`src/sdm_defs.vh`:
```
`ifndef SDM_DEFS_VH
`define SDM_DEFS_VH

// ==========================================================
// Period and sub-cycle lengths in system clocks
// ==========================================================
`define SDM_PERIOD_CLKS   256
`define SDM_SUB4_CLKS     64
`define SDM_SUB2_CLKS     128
`define SDM_PHASE_LAST    8'hFF
`define SDM_PHASE_FIRST   8'h00

// ==========================================================
// Subdivision mode option codes
// ==========================================================
`define SDM_MODE_SUB4     1
`define SDM_MODE_SUB2     0

// ==========================================================
// Channel count options
// ==========================================================
`define SDM_CH_MAX        4
`define SDM_CH_SMALL_PKG  3

// ==========================================================
// Duty field positions, four-sub-cycle mode
// ==========================================================
`define SDM_S4_COARSE_MSB 7
`define SDM_S4_COARSE_LSB 2
`define SDM_S4_FINE_MSB   1
`define SDM_S4_FINE_LSB   0
`define SDM_S4_POS_MSB    5
`define SDM_S4_SUB_MSB    7
`define SDM_S4_SUB_LSB    6

// ==========================================================
// Duty field positions, two-sub-cycle mode
// ==========================================================
`define SDM_S2_COARSE_MSB 7
`define SDM_S2_COARSE_LSB 1
`define SDM_S2_FINE_BIT   0
`define SDM_S2_POS_MSB    6
`define SDM_S2_SUB_BIT    7

// ==========================================================
// Reset values
// ==========================================================
`define SDM_DUTY_RST      8'h00
`define SDM_PHASE_RST     8'h00

`endif

```
`src/sdm_chan.v`:
```
`timescale 1ns/1ps
`include "sdm_defs.vh"

module sdm_chan #(
   parameter SUB4 = `SDM_MODE_SUB4
) (
   input  wire [7:0] phase,
   input  wire [7:0] duty,
   output wire       level
);

   // ==========================================================
   // Per sub-cycle high-time compare
   // ==========================================================
   generate
      if (SUB4 == `SDM_MODE_SUB4) begin : g_sub4
         wire [5:0] coarse;
         wire [1:0] fine;
         wire [1:0] sub_idx;
         wire [6:0] thr;
         assign coarse  = duty[`SDM_S4_COARSE_MSB:`SDM_S4_COARSE_LSB];
         assign fine    = duty[`SDM_S4_FINE_MSB:`SDM_S4_FINE_LSB];
         assign sub_idx = phase[`SDM_S4_SUB_MSB:`SDM_S4_SUB_LSB];
         // Extra clock only in the first 'fine' sub-cycles
         assign thr     = {1'b0, coarse} + {6'h00, (sub_idx < fine)};
         // High portion leads each sub-cycle
         assign level   = ({1'b0, phase[`SDM_S4_POS_MSB:0]} < thr);
      end else begin : g_sub2
         wire [6:0] coarse;
         wire       fine;
         wire       sub_idx;
         wire [7:0] thr;
         assign coarse  = duty[`SDM_S2_COARSE_MSB:`SDM_S2_COARSE_LSB];
         assign fine    = duty[`SDM_S2_FINE_BIT];
         assign sub_idx = phase[`SDM_S2_SUB_BIT];
         assign thr     = {1'b0, coarse} + {7'h00, (!sub_idx && fine)};
         assign level   = ({1'b0, phase[`SDM_S2_POS_MSB:0]} < thr);
      end
   endgenerate

endmodule // sdm_chan

```
`src/sdm_modulator.v`:
```
`timescale 1ns/1ps
`include "sdm_defs.vh"

module sdm_modulator #(
   parameter NUM_CH   = `SDM_CH_MAX,
   parameter SUB4     = `SDM_MODE_SUB4,
   parameter PWM_OPT  = 1,
   parameter PULL_OPT = 4'hF
) (
   input  wire       mclk,
   input  wire       rst_n,
   input  wire       dm_wr_en,
   input  wire [1:0] dm_wr_sel,
   input  wire [7:0] dm_wr_data,
   input  wire [1:0] dm_rd_sel,
   output reg  [7:0] dm_rd_data,
   input  wire [3:0] port_d_direction,
   input  wire [3:0] port_d_output_latch,
   input  wire [3:0] shared_pin_in,
   output reg  [3:0] shared_pin_out,
   output reg  [3:0] shared_pin_oe,
   output reg  [3:0] shared_pin_pull,
   output reg  [3:0] port_d_read,
   output reg  [3:0] duty_pending,
   output reg        period_start
);

   // ==========================================================
   // Local widths and derived constants
   // ==========================================================
   localparam [7:0] LAST_PH  = `SDM_PHASE_LAST;
   localparam [7:0] FIRST_PH = `SDM_PHASE_FIRST;
   localparam [3:0] PULL_EN  = PULL_OPT;
   localparam       CH_MAX   = `SDM_CH_MAX;

   // Per-pin role, decoded once and shared by drive and read-back
   localparam [1:0] PIN_INPUT = 2'h0;
   localparam [1:0] PIN_WAVE  = 2'h1;
   localparam [1:0] PIN_PLAIN = 2'h2;

   // ==========================================================
   // Signal declarations
   // ==========================================================
   reg  [7:0] phase_reg;
   wire [7:0] phase_next;
   wire       period_end;

   reg  [7:0] duty_reg    [0:CH_MAX-1];
   reg  [7:0] active_reg  [0:CH_MAX-1];
   reg  [3:0] pending_reg;
   reg  [3:0] pending_next;

   wire [3:0] ch_present;
   wire [3:0] ch_wave;
   wire [3:0] wr_hit;

   reg  [3:0] pin_out_next;
   reg  [3:0] pin_oe_next;
   reg  [3:0] pin_pull_next;
   reg  [3:0] port_rd_next;
   reg  [7:0] rd_data_next;
   reg  [7:0] pin_mode;

   integer k;

   // ==========================================================
   // Period phase counter
   // ==========================================================
   // Sole timebase is mclk itself, no prescale stage
   assign phase_next = phase_reg + 8'h01;

   // An 8-bit wrap gives exactly the full period length
   assign period_end = (phase_reg == LAST_PH);

   always @(posedge mclk or negedge rst_n) begin
      if (!rst_n) begin
         phase_reg <= `SDM_PHASE_RST;
      end else begin
         phase_reg <= phase_next;
      end
   end

   // Marks the first clock of a period on the pins
   always @(posedge mclk or negedge rst_n) begin
      if (!rst_n) begin
         period_start <= 1'b0;
      end else begin
         period_start <= (phase_reg == FIRST_PH);
      end
   end

   // ==========================================================
   // Channel population and write decode
   // ==========================================================
   genvar g;
   generate
      for (g = 0; g < CH_MAX; g = g + 1) begin : g_present
         // Small package leaves the last channel off
         assign ch_present[g] = (g < NUM_CH);
         assign wr_hit[g]     = dm_wr_en && (dm_wr_sel == g)
                                && ch_present[g];
      end
   endgenerate

   // ==========================================================
   // Duty registers in data memory
   // ==========================================================
   always @(posedge mclk or negedge rst_n) begin
      if (!rst_n) begin
         for (k = 0; k < CH_MAX; k = k + 1) begin
            duty_reg[k] <= `SDM_DUTY_RST;
         end
      end else begin
         for (k = 0; k < CH_MAX; k = k + 1) begin
            if (wr_hit[k]) begin
               duty_reg[k] <= dm_wr_data;
            end
         end
      end
   end

   // ==========================================================
   // Period-boundary duty transfer
   // ==========================================================
   // Taking the value only at the wrap keeps a period consistent;
   // cost is up to one full period of latency after a write.
   always @(posedge mclk or negedge rst_n) begin
      if (!rst_n) begin
         for (k = 0; k < CH_MAX; k = k + 1) begin
            active_reg[k] <= `SDM_DUTY_RST;
         end
      end else begin
         for (k = 0; k < CH_MAX; k = k + 1) begin
            if (period_end) begin
               active_reg[k] <= duty_reg[k];
            end
         end
      end
   end

   // Pending flag: a write in the transfer cycle stays pending
   always @* begin
      pending_next = pending_reg;
      for (k = 0; k < CH_MAX; k = k + 1) begin
         if (wr_hit[k]) begin
            pending_next[k] = 1'b1;
         end else if (period_end) begin
            pending_next[k] = 1'b0;
         end
      end
   end

   always @(posedge mclk or negedge rst_n) begin
      if (!rst_n) begin
         pending_reg  <= 4'h0;
         duty_pending <= 4'h0;
      end else begin
         pending_reg  <= pending_next;
         duty_pending <= pending_next;
      end
   end

   // ==========================================================
   // Waveform generators
   // ==========================================================
   // Mode is one build option passed to every channel alike
   generate
      for (g = 0; g < CH_MAX; g = g + 1) begin : g_chan
         sdm_chan #(
            .SUB4  (SUB4)
         ) u_chan (
            .phase (phase_reg),
            .duty  (active_reg[g]),
            .level (ch_wave[g])
         );
      end
   endgenerate

   // ==========================================================
   // Shared pin role decode
   // ==========================================================
   // Pins without a channel, or with the option off, are plain I/O.
   // Direction bit is owned by software; zero means output.
   always @* begin
      pin_mode = 8'h00;
      for (k = 0; k < CH_MAX; k = k + 1) begin
         if (port_d_direction[k]) begin
            // Input even with the modulator option chosen
            pin_mode[2*k +: 2] = PIN_INPUT;
         end else if ((PWM_OPT != 0) && ch_present[k]) begin
            pin_mode[2*k +: 2] = PIN_WAVE;
         end else begin
            pin_mode[2*k +: 2] = PIN_PLAIN;
         end
      end
   end

   // ==========================================================
   // Shared pin drive enable
   // ==========================================================
   always @* begin
      pin_oe_next = 4'h0;
      for (k = 0; k < CH_MAX; k = k + 1) begin
         case (pin_mode[2*k +: 2])
            PIN_INPUT: begin
               pin_oe_next[k] = 1'b0;
            end
            PIN_WAVE: begin
               pin_oe_next[k] = 1'b1;
            end
            PIN_PLAIN: begin
               pin_oe_next[k] = 1'b1;
            end
            default: begin
               pin_oe_next[k] = 1'b0;
            end
         endcase
      end
   end

   // ==========================================================
   // Shared pin pull-high
   // ==========================================================
   always @* begin
      pin_pull_next = 4'h0;
      for (k = 0; k < CH_MAX; k = k + 1) begin
         case (pin_mode[2*k +: 2])
            PIN_INPUT: begin
               pin_pull_next[k] = PULL_EN[k];
            end
            PIN_WAVE: begin
               pin_pull_next[k] = 1'b0;
            end
            PIN_PLAIN: begin
               pin_pull_next[k] = 1'b0;
            end
            default: begin
               pin_pull_next[k] = 1'b0;
            end
         endcase
      end
   end

   // ==========================================================
   // Shared pin drive value
   // ==========================================================
   always @* begin
      pin_out_next = 4'h0;
      for (k = 0; k < CH_MAX; k = k + 1) begin
         case (pin_mode[2*k +: 2])
            PIN_INPUT: begin
               pin_out_next[k] = 1'b0;
            end
            PIN_WAVE: begin
               // Latch acts as on/off gate for the waveform
               pin_out_next[k] = port_d_output_latch[k] & ch_wave[k];
            end
            PIN_PLAIN: begin
               pin_out_next[k] = port_d_output_latch[k];
            end
            default: begin
               pin_out_next[k] = 1'b0;
            end
         endcase
      end
   end

   always @(posedge mclk or negedge rst_n) begin
      if (!rst_n) begin
         shared_pin_out  <= 4'h0;
         shared_pin_oe   <= 4'h0;
         shared_pin_pull <= 4'h0;
      end else begin
         shared_pin_out  <= pin_out_next;
         shared_pin_oe   <= pin_oe_next;
         shared_pin_pull <= pin_pull_next;
      end
   end

   // ==========================================================
   // Port read-back
   // ==========================================================
   // Input pins read the pad; output pins read the latch so that
   // read-modify-write bit operations keep the latch intact.
   always @* begin
      port_rd_next = 4'h0;
      for (k = 0; k < CH_MAX; k = k + 1) begin
         if (pin_mode[2*k +: 2] == PIN_INPUT) begin
            port_rd_next[k] = shared_pin_in[k];
         end else begin
            port_rd_next[k] = port_d_output_latch[k];
         end
      end
   end

   always @(posedge mclk or negedge rst_n) begin
      if (!rst_n) begin
         port_d_read <= 4'h0;
      end else begin
         port_d_read <= port_rd_next;
      end
   end

   // ==========================================================
   // Duty register read-back
   // ==========================================================
   // Returns the written value, not the one in use this period.
   // Absent channel reads zero.
   always @* begin
      case (dm_rd_sel)
         2'h0: begin
            rd_data_next = ch_present[0] ? duty_reg[0] : 8'h00;
         end
         2'h1: begin
            rd_data_next = ch_present[1] ? duty_reg[1] : 8'h00;
         end
         2'h2: begin
            rd_data_next = ch_present[2] ? duty_reg[2] : 8'h00;
         end
         2'h3: begin
            rd_data_next = ch_present[3] ? duty_reg[3] : 8'h00;
         end
         default: begin
            rd_data_next = 8'h00;
         end
      endcase
   end

   always @(posedge mclk or negedge rst_n) begin
      if (!rst_n) begin
         dm_rd_data <= 8'h00;
      end else begin
         dm_rd_data <= rd_data_next;
      end
   end

endmodule // sdm_modulator

```
`config.mk`:
```
export PLATFORM = sky130hd
export DESIGN_NAME = sdm_modulator
export DESIGN_NICKNAME = d
export VERILOG_FILES = /design/src/sdm_chan.v /design/src/sdm_modulator.v
export VERILOG_INCLUDE_DIRS = /design/src
export SDC_FILE = /design/constraint.sdc
export NUM_CORES = 1
export LEC_CHECK = 0
export ABC_AREA = 1
export BUFFER_PORTS_ARGS = -buffer_cell sky130_fd_sc_hd__buf_2
export CORE_AREA = 2 2 127 104
export CTS_BUF_LIST = sky130_fd_sc_hd__clkbuf_8
export CTS_CLUSTER_DIAMETER = 50
export CTS_CLUSTER_SIZE = 16
export DETAILED_ROUTE_END_ITERATION = 12
export DIE_AREA = 0 0 129 106
export PLACE_DENSITY = 0.65
export SLEW_MARGIN = 20
export SYNTH_ARGS = -nofsm -noshare
export SYNTH_HDL_FRONTEND = slang
export SYNTH_SLANG_ARGS = --single-unit
```
`constraint.sdc`:
```
create_clock -name mclk -period 3.9 [get_ports mclk]
set_input_delay 0.195 -clock mclk [delete_from_list [all_inputs] [get_ports mclk]]
set_output_delay 0.195 -clock mclk [all_outputs]
set_load 0.05 [all_outputs]
```
* Word level (Yosys, flattened, before mapping)
Cells that the tools add are included.
** Word-level totals
- Register bits after elaboration :: 101
- Latch bits :: 0
- RAM bits :: 0
- ROM bits :: 0
- Memories kept :: 0
** Operators by class
- $add $sub $neg :: 5
- $mul :: 0
- Div/mod/pow operators :: 0
- Magnitude comparators :: 8
- Equal/unequal tests :: 15
- Shifts and indexed selects :: 0
- Muxes and demuxes :: 26
- Bitwise gates (word level) :: 4
- Reduce and logical (&&, ||, !) cells :: 19
** Operators with widths (count)
- 8-bit one-hot mux with 4 select lines :: 1
- 6-bit by 1-bit adder with 7-bit output :: 4
- 6-bit by 7-bit < comparator with 1-bit output :: 4
- 1-bit 2-to-1 mux :: 21
- 2-bit == test (second input constant) :: 8
- 2-bit by 1-bit == test with 1-bit output (second input constant) :: 6
- 2-bit logical NOT :: 6
- 8-bit by 1-bit adder with 8-bit output (second input constant) :: 1
- 8-bit == test (second input constant) :: 1
- 8-bit logical NOT :: 1
- 2-bit < comparator :: 4
- 1-bit one-hot mux with 2 select lines :: 4
- 2-bit nonzero test :: 4
- 2-bit OR reduction :: 4
- 1-bit bitwise AND :: 4
- 1-bit logical AND :: 4

* Longest topological paths before layout
Gate-level depths: netlist of run 1.
- Depth in word-level cells :: 5
- Gate-level depth with buffers :: 14

* By module
A second synthesis of run 1 with hierarchy kept.
** Unflattened totals
- Cell total of the unflattened synthesis :: 588
- Area total of the unflattened synthesis :: 5022.3 um2
** Modules (own cells, without submodules)
- sdm_modulator :: instances 1, cells each 412, area an instance 3916.3 um2, sequential area each 2527.4 um2
- sdm_chan :: instances 4, cells each 44, area an instance 276.5 um2, sequential area each 0.0 um2

* Worst setup path after synthesis of run 1
Ideal clock, no wire load.
- Path kind :: register -> register
- Start :: register phase_reg[7]
- End :: register shared_pin_out[2]
- Data arrival time :: 2.015 ns
- Slack :: 1.768 ns
- Stages on the path, launching flop included :: 14
- Buffers on the path :: 0
- Period minus slack after synthesis :: 2.132 ns
- Cells stage by stage :: dfrtp_1 ha_1 a21oi_1 ha_1 ha_1 nand2_1 nor2_1 xnor2_1 ha_1 nand2_1 inv_1 nand3_1 nor2_1 nor2_1
** On the way
- Word-level cells in the longest chain between the ends :: 5
** Ends and longest elaborated chain
- start: declaration :: line sdm_modulator.v:44 : reg [7:0] phase_reg;
- start signal: assignment :: line sdm_modulator.v:77 : phase_reg <= `SDM_PHASE_RST;
- start signal: assignment :: line sdm_modulator.v:79 : phase_reg <= phase_next;
- 2-bit < comparator :: line sdm_chan.v:25 : assign thr = {1'b0, coarse} + {6'h00, (sub_idx < fine)};
- 6-bit by 1-bit adder with 7-bit output :: line sdm_chan.v:25
- 6-bit by 7-bit < comparator with 1-bit output :: line sdm_chan.v:27 : assign level = ({1'b0, phase[`SDM_S4_POS_MSB:0]} < thr);
- 1-bit bitwise AND :: line sdm_modulator.v:256 : pin_out_next[k] = port_d_output_latch[k] & ch_wave[k];
- 1-bit one-hot mux with 2 select lines :: line sdm_modulator.v:250 : case (pin_mode[2*k +: 2])
- net pin_out_next[2] :: line sdm_modulator.v:57 : reg [3:0] pin_out_next;
- end signal: assignment :: line sdm_modulator.v:274 : shared_pin_out <= pin_out_next;
- end: declaration :: line sdm_modulator.v:20 : output reg [3:0] shared_pin_out,
The timed path passes the listed nets, and every way through them passes these cells.
A chain may end at the register's enable or synchronous reset.

* Final worst setup path of run 1
- Start :: register phase_reg[7]
- End :: register shared_pin_out[1]
The elaborated chain is that of the path after synthesis.

==> results.json, run 1 <==
{
  "grt_use_total_pct": 16.08,
  "cap_viol_max_count": 0,
  "via_per_inst": 4.566,
  "syn_inst": 537,
  "dr.pass1.iters": 4,
  "synthFlopType": "dfrtp_1",
  "fp.dieW_um": 129,
  "timing.critical_path.from_type": "flop",
  "whs_path_depth": 3,
  "timing.fmax_ghz": 0.4141,
  "worstPathBufferInverterCount": 0,
  "cp_slowest_cell": "dfrtp_1",
  "totalWireLength_um": 10170,
  "switching_share_pct": 28.78,
  "synth_seq_area_share_pct": 52.04,
  "min_path_type": "in -> reg",
  "hold_ws_ps": 24.25,
  "setup_tns_ps": 0,
  "status": "completed",
  "post_cts_resized": 0,
  "insertion_delay_ps": 370,
  "grt_pass1_vias": 3439,
  "synthArstFlopShare_pct": 100.0,
  "period_share_pct": 61.92,
  "fin_util_pct": 44.12,
  "power_density_mw_per_mm2": 376.5,
  "setup_ws_ps": 1485,
  "pin_count": 56,
  "place_area_mm2": 0.005295,
  "slew_headroom_pct": 35.48,
  "yosys.cell_count.top_type": "nand2_1",
  "ir_drop_uv": 192.2,
  "clock_path_buffers": 2,
  "syn-cell-area_mm2": 0.004857,
  "dr_wl_met2_um": 4363,
  "dieArea_mm2": 0.01367,
  "antenna_found_initial": 0,
  "dp_hpwl_um": 7349,
  "p_comb_share_pct": 12.5,
  "finClkSkew_ps": 14.24,
  "cp_cell_sequence": "ha_1 -> a21oi_1 -> ha_1 -> ha_1 -> nand2_1 -> nor2_1 -> xnor2_1 -> ha_1 -> nand2_1 -> nand2_1 -> nand3_1 -> nand3_1 -> nor2_1",
  "cp_common_cell": "ha_1",
  "arrival_ps": 2720,
  "yosys-top-cells-count": "nand2_1, dfrtp_1, inv_1, o21ai_0, ha_1",
  "wl_met3_um": 368,
  "antenna_left": 0,
  "post_synth.cell_area_avg_um2": 9.045,
  "yosysTopAreaCell": "dfrtp_1",
  "cts_buffers": 9,
  "clkPwrFrac_pct": 31.5,
  "p_switching_w": 0.0005997,
  "highest_layer": "met4",
  "setup_viol": 0,
  "cts_tree": "yes",
  "multi_input_area_mm2": 0.001959,
  "fillers": 1236,
  "path_clk_slew_ps": 100,
  "drt-initial-drc-count": 237,
  "place_ws_ps": 1549,
  "port_buffers": 55,
  "cts-root-buf": "clkbuf_8",
  "routedWlPerCell_um": 13.08,
  "design_area_mm2": 0.005535,
  "area_growth_pct": 13.96,
  "power.internal_w": 0.001484,
  "seq_area_mm2": 0.002527,
  "vias": 3552,
  "critPathMaxStageDelay_ps": 480,
  "nets": 659,
  "grt_first_pass_wirelength_um": 17240,
  "p_leak_nw": 2.866,
  "period_needed_ps": 2415,
  "initial_core_util_pct": 38.72,
  "grt_setup_unrepaired": "false",
  "rows": 37,
  "path_max_fanout": 6,
  "drv_slew": 0,
  "critPathTopFamily": "adder cells",
  "antennaDiodeCount": 0,
  "yosys_warnings": 0,
  "core-area_mm2": 0.01255,
  "h-tree-depth": 3,
  "cp_num_cells": 13,
  "seqPwrFrac_pct": 56.0,
  "synth.top_cell.area_share_pct": 52.04,
  "wirelength_met1_um": 5344,
  "hold_viol": 0,
  "synth_top_cells_by_area": "dfrtp_1, nand2_1, ha_1",
  "drc_errors": 0,
  "rr_worst_depth": 13,
  "cp_data_required_time_ps": 4210,
  "fp.dieH_um": 106,
  "critical_path_class": "reg -> reg",
  "place.gp.congestion": 0.8573,
  "gr-total-overflow": 0,
  "synth-edff-count": 0,
  "synth-seq-cells": 101,
  "crit_path_end_kind": "flop",
  "tightest_slew_ps": 966.0,
  "drive_above_1_share_pct": 14.76,
  "grt_max_degree": 73,
  "synth_cell_types": 21,
  "cts.sinks": 101,
  "synth_nets": 598
}
## worst register-to-register path, stage by stage (launching register included)
cell and delay (ps):
dfrtp_1 480, ha_1 310, a21oi_1 170, ha_1 190
ha_1 180, nand2_1 60, nor2_1 160, xnor2_1 160
ha_1 280, nand2_1 70, nand2_1 60, nand3_1 80
nand3_1 60, nor2_1 90
## power groups by stage
stage               clock [W]  combinational [W]  sequential, W
finish               0.000656           0.000261        0.00117
detailed placement          0           0.000261        0.00119
global route         0.000728           0.000291        0.00118
CTS                  0.000681           0.000265        0.00117
floorplan                   0          0.0000914        0.00125
global placement            0           0.000256        0.00119
## cells in the final DEF (no fill, tap or decap), drive strengths merged
master,n
o22ai,1
dlygate4sd3,5
nand4,1
ha,34
nand2,152
a21oi,9
xnor2,8
bufinv,1
nand3,23
clkinvlp,1
nor2,26
buf,56
xor2,14
a21o,4
o2111ai,7
nor4,1
o21ai,64
clkbuf,9
dfrtp,101
inv,86
## cell families after synthesis
kind of cell / Yosys count / share of synthesized area (%)
xor+xnor: 22 / 3.967
buf+inv: 92 / 7.625
simple gates: 203 / 17.16
flops: 101 / 52.03
fa+ha+maj: 34 / 8.758
compound gates: 85 / 10.46
## path summary, 6_finish.rpt
kind / slack [ps] / startpoint / endpoint
hold / removal: 20 / shared_pin_in[1] / port_d_read[1]$_DFF_PN0_
setup reg to reg: 1490 / phase_reg[7]$_DFF_PN0_ / shared_pin_out[1]$_DFF_PN0_
setup / recovery: 1490 / phase_reg[7]$_DFF_PN0_ / shared_pin_out[1]$_DFF_PN0_
hold reg to reg: 480 / pending_reg[2]$_DFFE_PN0P_ / pending_reg[2]$_DFFE_PN0P_
min in group asynchronous: 500 / rst_n / port_d_read[1]$_DFF_PN0_
max in group asynchronous: 2470 / rst_n / active_reg[11]$_DFFE_PN0P_
## layer usage
layer  global-route usage (%)  vias to the layer above
li1                         -                     1820
met1                    24.18                     1661
met2                    23.47                       63
met3                    3.473                        8
met4                    4.193                        0
met5                        0                        -
## area by class of cell
| class | instances | area share, % |
|---|---|---|
| Sequential cell | 101 | 45.66 |
| Clock inverter | 7 | 1.198 |
| Multi-Input combinational cell | 344 | 35.40 |
| Timing Repair Buffer | 61 | 6.058 |
| Clock buffer | 9 | 2.238 |
| Tap cell | 175 | 3.956 |
| Inverter | 81 | 5.493 |
## repair_timing
| item | CTS | global route |
|---|---|---|
| buffers inserted | 0 | 0 |
| hold buffers | 5 | 0 |
| hold endpoints to repair | 20 | 0 |
## through the flow
step                power [W]  std cells
floorplan            0.001345        537
global placement     0.001441        757
detailed placement   0.001448        757
CTS                  0.002113        778
global route         0.002196        778
finish               0.002084        778
No activity file was read; power rests on OpenSTA's default activity.
==> inputs of run 2 (changes only) <==
--- a/config.mk
+++ b/config.mk
@@ -14,7 +14,7 @@
 export CTS_CLUSTER_SIZE = 16
 export DETAILED_ROUTE_END_ITERATION = 12
 export DIE_AREA = 0 0 129 106
-export PLACE_DENSITY = 0.65
+export PLACE_DENSITY = 0.68
 export SLEW_MARGIN = 20
 export SYNTH_ARGS = -nofsm -noshare
 export SYNTH_HDL_FRONTEND = slang
==> constraint.sdc (replaced) <==
create_clock -name mclk -period 2.2 [get_ports mclk]
set_input_delay 0.11 -clock mclk [delete_from_list [all_inputs] [get_ports mclk]]
set_output_delay 0.11 -clock mclk [all_outputs]
set_load 0.05 [all_outputs]
==> run 2 against run 1 <==
The flow now finishes with violations (negative setup slack). Hold slack improved by 30 ps. Die area stayed put. Setup slack worse by 1600 ps. Highest routed layer unchanged. Total power grew 80%. Critical path type unchanged. Via count grew 8.9%. Clock power up 81%. Cell count increased by 3.6%. Critical endpoint is now shared_pin_out[3]$_DFF_PN0_.
==> results.json, run 2 (synthesized netlist as in run 1, its figures left out) <==
{
  "path_max_fanout": 5,
  "drv_slew": 0,
  "p_leak_nw": 3.036,
  "finalNonFillerCells": 806,
  "crit_path_end_kind": "flop",
  "grt_max_degree": 39,
  "r2r-start": "phase_reg[7]$_DFF_PN0_",
  "setup_viol": 4,
  "slew_headroom_pct": 56.88,
  "h-tree-depth": 3,
  "drive_above_1_share_pct": 23.61,
  "dp_hpwl_um": 7961,
  "critical_path_class": "reg -> reg",
  "via_per_inst": 4.800,
  "drc_errors": 0,
  "whs_path_depth": 3,
  "routedWlPerCell_um": 14.03,
  "reg2reg_slack_ps": -100,
  "nets": 688,
  "totalWireLength_um": 11310,
  "rr_worst_depth": 11,
  "violations": "negative setup slack",
  "status": "complete, but fails checks",
  "drt-initial-drc-count": 253,
  "min_from": "dm_wr_data[6]",
  "cts_tree": "yes",
  "arrival_ps": 2600,
  "area_growth_pct": 24.76,
  "rows": 37,
  "tightest_slew_ps": 644.4,
  "cap_viol_max_count": 0,
  "antennaDiodeCount": 0,
  "timing.fmax_ghz": 0.4341,
  "timing.rr.end": "shared_pin_out[3]$_DFF_PN0_",
  "place.gp.congestion": 0.8204,
  "setup_ws_ps": -103.5,
  "placed_cells": 769,
  "dr.pass1.iters": 4,
  "pin_count": 56,
  "finClkSkew_ps": 10.57,
  "power_density_mw_per_mm2": 619.6,
  "crit_start": "phase_reg[7]$_DFF_PN0_",
  "initial_core_util_pct": 38.72,
  "hold_viol": 0,
  "cts_buffers": 9,
  "hold_ws_ps": 54.25,
  "cp_data_required_time_ps": 2490,
  "grt_setup_unrepaired": "true",
  "cts-root-buf": "clkbuf_8",
  "insertion_delay_ps": 370,
  "layout_common_cells": "nand2_1, dfrtp_1, inv_1",
  "dieArea_mm2": 0.01367,
  "cts.sinks": 101,
  "period_needed_ps": 2303,
  "hold-path-endpoint": "duty_reg[6]$_DFFE_PN0P_",
  "path_clk_slew_ps": 90,
  "port_buffers": 55,
  "timing.critical_path.from_type": "flop",
  "grt_first_pass_wirelength_um": 18460,
  "fp.dieH_um": 106,
  "grt_use_total_pct": 17.09,
  "antenna_found_initial": 0,
  "grt_pass1_vias": 3829,
  "antenna_left": 0,
  "clock_path_buffers": 2,
  "fp.dieW_um": 129,
  "ir_drop_uv": 349.2,
  "core-area_mm2": 0.01255,
  "mostFrequentLayoutCell": "nand2_1",
  "period_share_pct": 104.7,
  "gr-total-overflow": 0,
  "min_path_type": "in -> reg",
  "vias": 3869
}
run 2: cell count changes in the layout (fill, tap and decap cells not counted), moves of 7 or more:
cell	previous run	this run
ha_4	0	8
dlygate4sd3_1	5	13
nor2_1	25	18
buf_4	2	19
ha_1	34	22
run 2: timing repair:
action,in CTS,in global routing
endpoints found under the setup margin,4,4
cloned,0,0
hold buffers,13,0
buffers inserted,8,1
endpoints found under the hold margin,42,0
pin swaps,21,28
resized for setup,24,27
run 2: worst max-delay path by stage:
stage                                       end  slack (ps)  cells after the start
finish              shared_pin_out[3]$_DFF_PN0_        -100                     11
CTS                 shared_pin_out[3]$_DFF_PN0_         -50                     13
global route        shared_pin_out[3]$_DFF_PN0_        -210                     13
floorplan           shared_pin_out[2]$_DFF_PN0_          70                     13
detailed placement  shared_pin_out[3]$_DFF_PN0_        -110                     13
global placement    shared_pin_out[0]$_DFF_PN0_          -2                     13
run 2: layout make-up:
cell class,count,area [um2]
fillers,1142,6486
flip-flops and latches,101,2529
multi-input cells,344,2205
repair buffers,90,605.6
inverters,81,304.0
well taps,175,219.0
clock buffers,10,137.6
clock inverters,5,60.06
run 2: through the flow:
stage          total power [W]  util [%]  worst slack [ps]  cell area [um2]  setup TNS, ps
6_report              0.003755     48.30            -103.5             6060         -272.7
5_1_grt               0.003943     48.30            -209.8             6060         -692.6
4_1_cts               0.003793     47.00            -53.71             5897         -169.8
3_5_place_dp          0.002578     43.12            -110.4             5410         -367.7
3_3_place_gp          0.002564     43.12            -2.158             5410         -2.158
2_1_floorplan         0.002384         -             68.40             4857              0
run 2: where the power goes:
group | leakage, nW | switching, W | internal (W)
Combinational | 1.64 | 0.000348 | 0.000139
Sequential | 1.29 | 0.0000882 | 0.00199
Clock | 0.105 | 0.000636 | 0.000557
Total | 3.04 | 0.00107 | 0.00268
run 2: worst max-delay path: stages (launching register included):
cell and delay, ps:
dfrtp_2 510, ha_4 300, a21oi_2 50, ha_2 210, ha_4 170, buf_4 140
xnor2_2 120, ha_1 310, a21o_1 170, nor2_2 100, nor2_1 50, nor2_1 100
run 2: metal layers:
metal | global-route usage [%] | wire (um) | up-vias
met5 | 0 | 0 | -
met4 | 5.280 | 148 | 0
met3 | 3.322 | 534 | 15
met2 | 27.78 | 5282 | 109
met1 | 23.20 | 5341 | 1870
li1 | - | - | 1875
